[config.mk]
export PLATFORM = sky130hd
export DESIGN_NAME = function_pin_port_router
export DESIGN_NICKNAME = d
export VERILOG_FILES = /design/src/function_pin_port_router.v /design/src/param_delay_line.v
export VERILOG_INCLUDE_DIRS = /design/src /design/src/src
export SDC_FILE = /design/constraint.sdc
export NUM_CORES = 1
export LEC_CHECK = 0
export BUFFER_PORTS_ARGS = -buffer_cell sky130_fd_sc_hd__buf_2
export CAP_MARGIN = 20
export CORE_AREA = 4 4 310 312
export DETAILED_ROUTE_END_ITERATION = 8
export DIE_AREA = 0 0 314 316
export PLACE_DENSITY = 0.39
export SETUP_SLACK_MARGIN = 0.3
export SYNTH_ARGS = -nofsm -noshare
export SYNTH_HDL_FRONTEND = slang
export SYNTH_SLANG_ARGS = --single-unit
export TNS_END_PERCENT = 30
[constraint.sdc]
create_clock -name clock -period 8.5 [get_ports clock]
set_clock_uncertainty 0.2 [all_clocks]
set_input_delay 1.7 -clock clock [delete_from_list [all_inputs] [get_ports clock]]
set_output_delay 1.7 -clock clock [all_outputs]
set_load 0.01 [all_outputs]
[src/port_router_defines.vh]
// Constants for the function-pin port router: codes, register map, fields.
`ifndef PORT_ROUTER_DEFINES_VH
`define PORT_ROUTER_DEFINES_VH

// ****************************************************************
// Function-select codes
// ****************************************************************
`define FUNC_PARALLEL      4'h0
`define FUNC_SERIAL        4'h1
`define FUNC_FTW_FULL      4'h2
`define FUNC_FTW_SWAP      4'h3
`define FUNC_POW_AMP       4'h4
`define FUNC_AMP_POW       4'h5
`define FUNC_HI_AMP_HI     4'h6
`define FUNC_HI_POW_HI     4'h7
`define FUNC_HI_AMP_LO     4'h8
`define FUNC_HI_POW_LO     4'h9
`define FUNC_LO_AMP_HI     4'hA
`define FUNC_LO_POW_HI     4'hB
`define FUNC_LO_AMP_LO     4'hC
`define FUNC_LO_POW_LO     4'hD

// ****************************************************************
// Register indices (plain port address) and reset values
// ****************************************************************
`define REG_CONTROL_ONE    6'h00
`define REG_CONTROL_TWO    6'h01
`define REG_FREQ_HOLD      6'h02
`define REG_PHASE_HOLD     6'h03
`define REG_AMP_HOLD       6'h04
`define REG_STATUS         6'h05
`define CONTROL_ONE_RESET  32'h00000000
`define CONTROL_TWO_RESET  32'h00000000

// ****************************************************************
// Field positions
// ****************************************************************
`define OSK_ENABLE_BIT     8
`define STREAM_ENABLE_BIT  17
`define MATCH_LATENCY_BIT  15
`define PCTL_WRITE_BIT     0
`define PCTL_READ_BIT      1
`define PCTL_WIDE_BIT      2
`define SER_CS_BIT         0
`define SER_CLOCK_BIT      1
`define SER_SDIO_BIT       2
`define SER_SDO_BIT        3
`define SER_RESYNC_BIT     4

// ****************************************************************
// Timing counts and amplitude
// ****************************************************************
`define SAMPLE_DIVIDE      5'd24
`define SAMPLE_LAST        5'd23
`define FREQ_LATENCY       1
`define PHASE_LATENCY      2
`define AMP_LATENCY        4
`define AMP_FULL_SCALE     12'hFFF

`endif

[src/function_pin_port_router.v]
// Function-pin decoder and router for the 32-bit parallel port.
//
// Our own choices: the register addresses and the strobed register port.
`timescale 1ns/1ps
`default_nettype none
`include "port_router_defines.vh"

module function_pin_port_router (
    input  wire        clock,
    input  wire        reset,
    input  wire [3:0]  function_select,
    input  wire [31:0] port_in,
    output reg  [31:0] port_out,
    output reg  [31:0] port_oe,
    input  wire        io_update,
    input  wire        serial_data_out,
    input  wire        serial_data_out_oe,
    input  wire        ser_data_io_out,
    input  wire        ser_data_io_oe,
    output reg         ser_chip_select_n,
    output reg         ser_clock,
    output reg         ser_data_io_in,
    output reg         serial_port_resync,
    output reg  [31:0] core_frequency,
    output reg  [15:0] core_phase,
    output reg  [11:0] core_amplitude,
    input  wire [7:0]  reg_addr,
    input  wire [31:0] reg_wdata,
    input  wire        reg_write,
    input  wire        reg_read,
    output reg  [31:0] reg_rdata
);

    // ****************************************************************
    // State
    // ****************************************************************
    reg  [31:0] control_one_r, control_two_r, freq_hold_r, freq_active_r;
    reg  [15:0] phase_hold_r, amp_hold_r, phase_active_r, amp_active_r;
    reg  [4:0]  sample_count_r;
    reg         prev_write_r;
    reg  [31:0] control_one_nxt, control_two_nxt, freq_hold_nxt, merge_word;
    reg  [15:0] phase_hold_nxt, amp_hold_nxt;
    reg  [31:0] wr_data, port_out_nxt, port_oe_nxt, par_word;
    reg  [3:0]  wr_be;
    reg  [5:0]  wr_index;
    reg         wr_en;
    wire        sample_now, direct_mode, par_mode, ser_mode;
    wire        par_write, par_read, par_wide;
    wire [5:0]  par_index;
    wire [1:0]  par_lane;
    wire        stream_en, match_en, osk_en;
    wire [31:0] freq_short, freq_long;
    wire [15:0] phase_short, phase_long, amp_long;

    assign par_mode    = (function_select == `FUNC_PARALLEL);
    assign ser_mode    = (function_select == `FUNC_SERIAL);
    assign direct_mode = (function_select >= `FUNC_FTW_FULL) &&
                         (function_select <= `FUNC_LO_POW_LO);
    assign par_write   = par_mode && port_in[`PCTL_WRITE_BIT];
    assign par_read    = par_mode && port_in[`PCTL_READ_BIT];
    assign par_wide    = port_in[`PCTL_WIDE_BIT];
    assign par_index   = port_in[15:10];
    assign par_lane    = port_in[9:8];
    assign stream_en   = control_one_r[`STREAM_ENABLE_BIT];
    assign match_en    = control_two_r[`MATCH_LATENCY_BIT];
    assign osk_en      = control_one_r[`OSK_ENABLE_BIT];
    assign sample_now  = (sample_count_r == `SAMPLE_LAST);

    // ****************************************************************
    // Register file access
    // ****************************************************************
    function [31:0] read_word;
        input [5:0] index;
        begin
            case (index)
                `REG_CONTROL_ONE: read_word = control_one_r;
                `REG_CONTROL_TWO: read_word = control_two_r;
                `REG_FREQ_HOLD:   read_word = freq_hold_r;
                `REG_PHASE_HOLD:  read_word = {16'h0000, phase_hold_r};
                `REG_AMP_HOLD:    read_word = {16'h0000, amp_hold_r};
                `REG_STATUS:      read_word = {23'h000000, sample_count_r,
                                               function_select};
                default:          read_word = 32'h00000000;
            endcase
        end
    endfunction

    function [31:0] merge;
        input [31:0] old;
        input [31:0] data;
        input [3:0]  be;
        integer      k;
        begin
            merge = old;
            for (k = 0; k < 4; k = k + 1) begin
                if (be[k]) begin
                    merge[k*8 +: 8] = data[k*8 +: 8];
                end
            end
        end
    endfunction

    // Parallel writes act on the rising edge of the write bit, so a host
    // holding the bit for many clocks still makes exactly one write.
    always @* begin
        wr_en    = 1'b0;
        wr_data  = reg_wdata;
        wr_be    = 4'hF;
        wr_index = reg_addr[5:0];
        if (par_write && !prev_write_r) begin
            wr_en    = 1'b1;
            wr_index = par_index;
            if (par_wide) begin
                wr_data = {port_in[31:16], port_in[31:16]};
                wr_be   = par_lane[1] ? 4'hC : 4'h3;
            end else begin
                wr_data = {4{port_in[23:16]}};
                wr_be   = 4'h1 << par_lane;
            end
        end else if (reg_write && (reg_addr[7:6] == 2'b00)) begin
            wr_en = 1'b1;
        end
    end

    // ****************************************************************
    // Holding words: register writes, then direct port loads
    // ****************************************************************
    always @* begin
        control_one_nxt = control_one_r;
        control_two_nxt = control_two_r;
        freq_hold_nxt   = freq_hold_r;
        phase_hold_nxt  = phase_hold_r;
        amp_hold_nxt    = amp_hold_r;
        merge_word      = merge(read_word(wr_index), wr_data, wr_be);
        if (wr_en) begin
            case (wr_index)
                `REG_CONTROL_ONE: control_one_nxt = merge_word;
                `REG_CONTROL_TWO: control_two_nxt = merge_word;
                `REG_FREQ_HOLD:   freq_hold_nxt   = merge_word;
                `REG_PHASE_HOLD:  phase_hold_nxt  = merge_word[15:0];
                `REG_AMP_HOLD:    amp_hold_nxt    = merge_word[15:0];
                default: begin
                end
            endcase
        end
        if (direct_mode && sample_now) begin
            case (function_select)
                `FUNC_FTW_FULL: freq_hold_nxt = port_in;
                `FUNC_FTW_SWAP: freq_hold_nxt = {port_in[15:0],
                                                 port_in[31:16]};
                `FUNC_POW_AMP: begin
                    phase_hold_nxt = port_in[31:16];
                    amp_hold_nxt   = {amp_hold_r[15:12], port_in[11:0]};
                end
                `FUNC_AMP_POW: begin
                    amp_hold_nxt   = {amp_hold_r[15:12], port_in[27:16]};
                    phase_hold_nxt = port_in[15:0];
                end
                default: begin
                    if (function_select <= `FUNC_HI_POW_LO) begin
                        freq_hold_nxt = {port_in[31:8], freq_hold_r[7:0]};
                    end else begin
                        freq_hold_nxt = {freq_hold_r[31:24], port_in[31:8]};
                    end
                    case (function_select[1:0])
                        2'b10: amp_hold_nxt = {port_in[7:0], amp_hold_r[7:0]};
                        2'b11: phase_hold_nxt = {port_in[7:0],
                                                 phase_hold_r[7:0]};
                        2'b00: amp_hold_nxt = {amp_hold_r[15:8], port_in[7:0]};
                        default: phase_hold_nxt = {phase_hold_r[15:8],
                                                   port_in[7:0]};
                    endcase
                end
            endcase
        end
    end

    // ****************************************************************
    // Port drive and serial routing
    // ****************************************************************
    always @* begin
        port_out_nxt = 32'h00000000;
        port_oe_nxt  = 32'h00000000;
        par_word     = read_word(par_index);
        if (par_read && !par_write) begin
            if (par_wide) begin
                port_out_nxt[31:16] = par_lane[1] ? par_word[31:16] :
                                                    par_word[15:0];
                port_oe_nxt[31:16]  = 16'hFFFF;
            end else begin
                port_out_nxt[23:16] = par_word[par_lane*8 +: 8];
                port_oe_nxt[23:16]  = 8'hFF;
            end
        end else if (ser_mode) begin
            // serial lines on the low byte
            port_out_nxt[`SER_SDIO_BIT] = ser_data_io_out;
            port_oe_nxt[`SER_SDIO_BIT]  = ser_data_io_oe;
            port_out_nxt[`SER_SDO_BIT]  = serial_data_out;
            port_oe_nxt[`SER_SDO_BIT]   = serial_data_out_oe;
        end
    end

    // ****************************************************************
    // Sequential state
    // ****************************************************************
    always @(posedge clock) begin
        if (reset) begin
            control_one_r      <= `CONTROL_ONE_RESET;
            control_two_r      <= `CONTROL_TWO_RESET;
            freq_hold_r        <= 32'h00000000;
            phase_hold_r       <= 16'h0000;
            amp_hold_r         <= 16'h0000;
            freq_active_r      <= 32'h00000000;
            phase_active_r     <= 16'h0000;
            amp_active_r       <= 16'h0000;
            sample_count_r     <= 5'h00;
            prev_write_r       <= 1'b0;
            reg_rdata          <= 32'h00000000;
            port_out           <= 32'h00000000;
            port_oe            <= 32'h00000000;
            ser_chip_select_n  <= 1'b1;
            ser_clock          <= 1'b0;
            ser_data_io_in     <= 1'b0;
            serial_port_resync <= 1'b0;
            core_frequency     <= 32'h00000000;
            core_phase         <= 16'h0000;
            core_amplitude     <= 12'h000;
        end else begin
            control_one_r  <= control_one_nxt;
            control_two_r  <= control_two_nxt;
            freq_hold_r    <= freq_hold_nxt;
            phase_hold_r   <= phase_hold_nxt;
            amp_hold_r     <= amp_hold_nxt;
            sample_count_r <= sample_now ? 5'h00 : sample_count_r + 5'h01;
            prev_write_r   <= par_write;
            reg_rdata      <= reg_read ? read_word(reg_addr[5:0]) :
                                         32'h00000000;
            if (reg_addr[7:6] != 2'b00) begin
                reg_rdata <= 32'h00000000;
            end
            port_out <= port_out_nxt;
            port_oe  <= port_oe_nxt;
            // serial inputs taken from the low byte
            ser_chip_select_n  <= ser_mode ? port_in[`SER_CS_BIT] : 1'b1;
            ser_clock          <= ser_mode && port_in[`SER_CLOCK_BIT];
            ser_data_io_in     <= ser_mode && port_in[`SER_SDIO_BIT];
            serial_port_resync <= ser_mode && port_in[`SER_RESYNC_BIT];
            if (stream_en || io_update) begin
                freq_active_r  <= freq_hold_r;
                phase_active_r <= phase_hold_r;
                amp_active_r   <= amp_hold_r;
            end
            core_frequency <= match_en ? freq_long : freq_short;
            core_phase     <= match_en ? phase_long : phase_short;
            core_amplitude <= osk_en ? amp_long[11:0] : `AMP_FULL_SCALE;
        end
    end

    // ****************************************************************
    // Latency paths toward the synthesis core
    // ****************************************************************
    // Amplitude is the slowest path; matching pads the others up to it
    // instead of speeding it up, which costs a few flops per bit.
    param_delay_line #(
        .WIDTH (32),
        .SHORT (`FREQ_LATENCY),
        .LONG  (`AMP_LATENCY)
    ) freq_path (
        .clock      (clock),
        .reset      (reset),
        .data_in    (freq_active_r),
        .data_short (freq_short),
        .data_long  (freq_long)
    );

    param_delay_line #(
        .WIDTH (16),
        .SHORT (`PHASE_LATENCY),
        .LONG  (`AMP_LATENCY)
    ) phase_path (
        .clock      (clock),
        .reset      (reset),
        .data_in    (phase_active_r),
        .data_short (phase_short),
        .data_long  (phase_long)
    );

    param_delay_line #(
        .WIDTH (16),
        .SHORT (`AMP_LATENCY),
        .LONG  (`AMP_LATENCY)
    ) amp_path (
        .clock      (clock),
        .reset      (reset),
        .data_in    (amp_active_r),
        .data_short (),
        .data_long  (amp_long)
    );

endmodule

`default_nettype wire

[src/param_delay_line.v]
// Delay line with a short tap and a long tap for one synthesis parameter.
`timescale 1ns/1ps
`default_nettype none

module param_delay_line #(
    parameter WIDTH = 32,
    parameter SHORT = 1,
    parameter LONG  = 4
) (
    input  wire             clock,
    input  wire             reset,
    input  wire [WIDTH-1:0] data_in,
    output wire [WIDTH-1:0] data_short,
    output wire [WIDTH-1:0] data_long
);

    reg [WIDTH-1:0] stage_r [0:LONG-1];
    integer         i;

    always @(posedge clock) begin
        if (reset) begin
            for (i = 0; i < LONG; i = i + 1) begin
                stage_r[i] <= {WIDTH{1'b0}};
            end
        end else begin
            stage_r[0] <= data_in;
            for (i = 1; i < LONG; i = i + 1) begin
                stage_r[i] <= stage_r[i-1];
            end
        end
    end

    assign data_short = stage_r[SHORT-1];
    assign data_long  = stage_r[LONG-1];

endmodule

`default_nettype wire

==> impl_metrics.ini <==
[die]
core_um2 = 93000
rows = 112
die_h_um = 316
pin_count = 245
initial_core_util_pct = 24.9
die_x_um = 314
die_area_um2 = 99200

[clock_tree]
cts_hold_buf = 0
cts_buffers = 67
ctsResizeCount = 0
clk_latency_ns = 0.63
cts.sinks = 552
clk_pin_slew_ns = 0.06
clockBufferDepth = 3
cts_root_buffer = clkbuf_16
cts_tree = done
cts-htree-levels = 3
cts_setup_buffers = 0

[pwr]
pwr_density_cell_nw_per_um2 = 209
p_leak_nw = 9.78
peakVddDrop_uv = 116

[setup_path]
crit_slowest_cell = a21boi_4
rrSetupSlack_ns = 4.86
critPathLaunchType = input pin
crit_start = port_in[10]
timing.rr.start = sample_count_r[0]$_SDFF_PP0_
worst_path_dominant_cell_family = compound AO/OA/AOI/OAI gates
worstReg2RegEnd = amp_hold_r[13]$_SDFFE_PP0P_
worst-setup-path-type = input pin to flop
cp.arrival_ns = 5.50
end_kind = flop
crit_buf_inv = 2
cp.depth = 8
path_cells = buf_2 > nor2b_1 > and2_1 > buf_4 > mux2_4 > a21boi_4 > nand2b_1 > o21ai_0
cp.required_ns = 8.82
path_max_fanout = 29
max_stage_delay_ns = 0.93
r2r_cells = 8

[synth]
yosys_warnings = 0
avgSynthCellArea_um2 = 8.61
synth_area_leaders = dfxtp_1 (48%), nor2b_1 (6.9%), nand2_1 (5.8%)
synthDistinctLibCells = 77
synth_ff_type = dfxtp_1
syn_area_um2 = 23200
synth-seq-area-share_pct = 47.6
synth-edff-count = 0
synth-seq-cells = 552
async_flop_share_pct = 0
synth_most_common_cell = dfxtp_1
synthCells = 2695
synth_top_area_share_pct = 47.6
yosysTopAreaCell = dfxtp_1
ys_top_cells_by_count = dfxtp_1 (552), nand2_1 (360), nor2b_1 (254)

[job]
drv_cap = 0

[sta]
fin_hold_ws_ns = 0.223
slew_viol_final = 0
maxSlewHeadroom_pct = 22.7
fin_crit_sh_pct = 61.0
max_freq_ghz = 0.193
finalSetupViolCount = 0
tns_ns = 0
tightest_slew_ns = 1.16
fin_crit_ns = 5.18
rsz0062_at_grt = no
hold_viol = 0

[place]
hpwl_um = 74400
port_buffers = 216
gp_congestion = 0.936

[final_layout]
nets = 2873
area_growth_pct = 17.9
layout-drive-gt1-share_pct = 14.5
fillers = 10100

[detailed_routing]
vias = 21200
firstDrtPassIters = 7
antenna_left = 0
routedWlPerCell_um = 25.3
drt_iter0_drc = 2349
drc = 0
vias_per_cell = 5.18
totalWireLength_um = 103000

[grt]
first_global_vias = 20300
grt_antenna_before_repair = 12
grt_max_degree = 189
grt_usage_pct = 20.2
grt_remaining_overflow = 0
grt_pass1_wl_um = 147000

[worst_hold_path]
hold_path.class = flop to flop
hold_depth = 1
hold_path_startpoint = freq_path.stage_r[1][21]$_SDFF_PP0_
hold_end = freq_path.stage_r[2][21]$_SDFF_PP0_

[run_status]
status = finished clean
cell usage in the layout, fill, tap and decap left out, drive strengths merged, types with 9 or more instances in the layout:
master | synthesis | final
o22ai | 26 | 26
nor2 | 183 | 183
a22o | 17 | 17
buf | 88 | 262
nand3b | 17 | 17
a22oi | 106 | 106
or3 | 14 | 14
and2 | 16 | 16
diode | 0 | 9
clkbuf | 178 | 90
a21oi | 236 | 236
dfxtp | 552 | 552
and3 | 19 | 19
nor2b | 254 | 254
o221ai | 10 | 10
mux2i | 89 | 89
a221oi | 50 | 50
inv | 24 | 29
a31oi | 48 | 48
nand2 | 360 | 360
o21ai | 122 | 122
clkinv | 1 | 11
nand2b | 13 | 13
a21boi | 10 | 10
nand3 | 62 | 62
nor3 | 35 | 35
mux2 | 20 | 20
a211oi | 23 | 23
a222oi | 24 | 24
conb | 1 | 28
how the worst max path moves through the flow:
stage,end,slack [ns]
after floorplan,amp_hold_r[13]$_SDFFE_PP0P_,4.37
final,control_two_r[24]$_SDFFE_PP0P_,3.32
after detailed placement,control_two_r[25]$_SDFFE_PP0P_,2.75
after global routing,control_two_r[28]$_SDFFE_PP0P_,3.23
after CTS,control_two_r[25]$_SDFFE_PP0P_,3.40
after global placement,control_two_r[26]$_SDFFE_PP0P_,2.79
kinds of logic after synthesis:
family                   share of synthesized area [%]
AND/OR/NAND/NOR                                   21.2
multiplexers                                      4.83
AO/OA/AOI/OAI                                     20.6
adder cells (fa/ha/maj)                         0.0539
XOR/XNOR                                         0.113
other                                           0.0162
flip-flops                                        47.6
buffers and inverters                             5.56
flip-flops by register name, indices dropped and copies added (netlist names), 4 cells and up:
name,flops
amp_hold_r,16
control_two_r,32
port_out,18
core_phase,16
freq_hold_r,32
sample_count_r,5
core_frequency,32
amp_active_r,12
freq_path.stage_r,128
control_one_r,32
phase_hold_r,16
port_oe,4
phase_path.stage_r,64
core_amplitude,12
freq_active_r,32
phase_active_r,16
reg_rdata,32
amp_path.stage_r,48
routing by layer:
| metal | share of wire [%] | vias to the layer above | wire length, µm | track usage, % |
|---|---|---|---|---|
| li1 | - | 9636 | - | - |
| met1 | 45 | 10200 | 46700 | 28.5 |
| met2 | 42 | 1157 | 43600 | 30.0 |
| met3 | 9.7 | 167 | 10000 | 4.77 |
| met4 | 3.0 | 0 | 3140 | 7.07 |
| met5 | 0 | - | 0 | 0.145 |
cell type report:
type	count	area, µm²	share of cell area (%)
sequential	552	11100	40.4
multi-input combinational	1879	11000	40.3
clock buffer	90	1850	6.77
tap	1254	1570	5.74
timing repair buffer	262	1460	5.33
clock inverter	22	273	0.997
inverter	25	93.8	0.343
antenna	9	22.5	0.0823
per-stage QoR:
stage	cell area [µm²]	power [W]	instances	worst slack, ns	util (%)
floorplan	23300	0.00285	2722	4.37	-
CTS	27300	0.00582	4083	3.40	29.4
global placement	25100	0.00298	3966	2.79	27.0
finish	27400	0.00573	4093	3.32	29.4
detailed placement	25200	0.00298	3971	2.75	27.1
global route	27300	0.00595	4084	3.23	29.4
power by group:
group	switching [W]	internal [W]
clock	0.00116	0.00163
sequential	0.00000568	0.00259
combinational	0.000257	0.0000800
No activity file was read; power rests on OpenSTA's default activity.
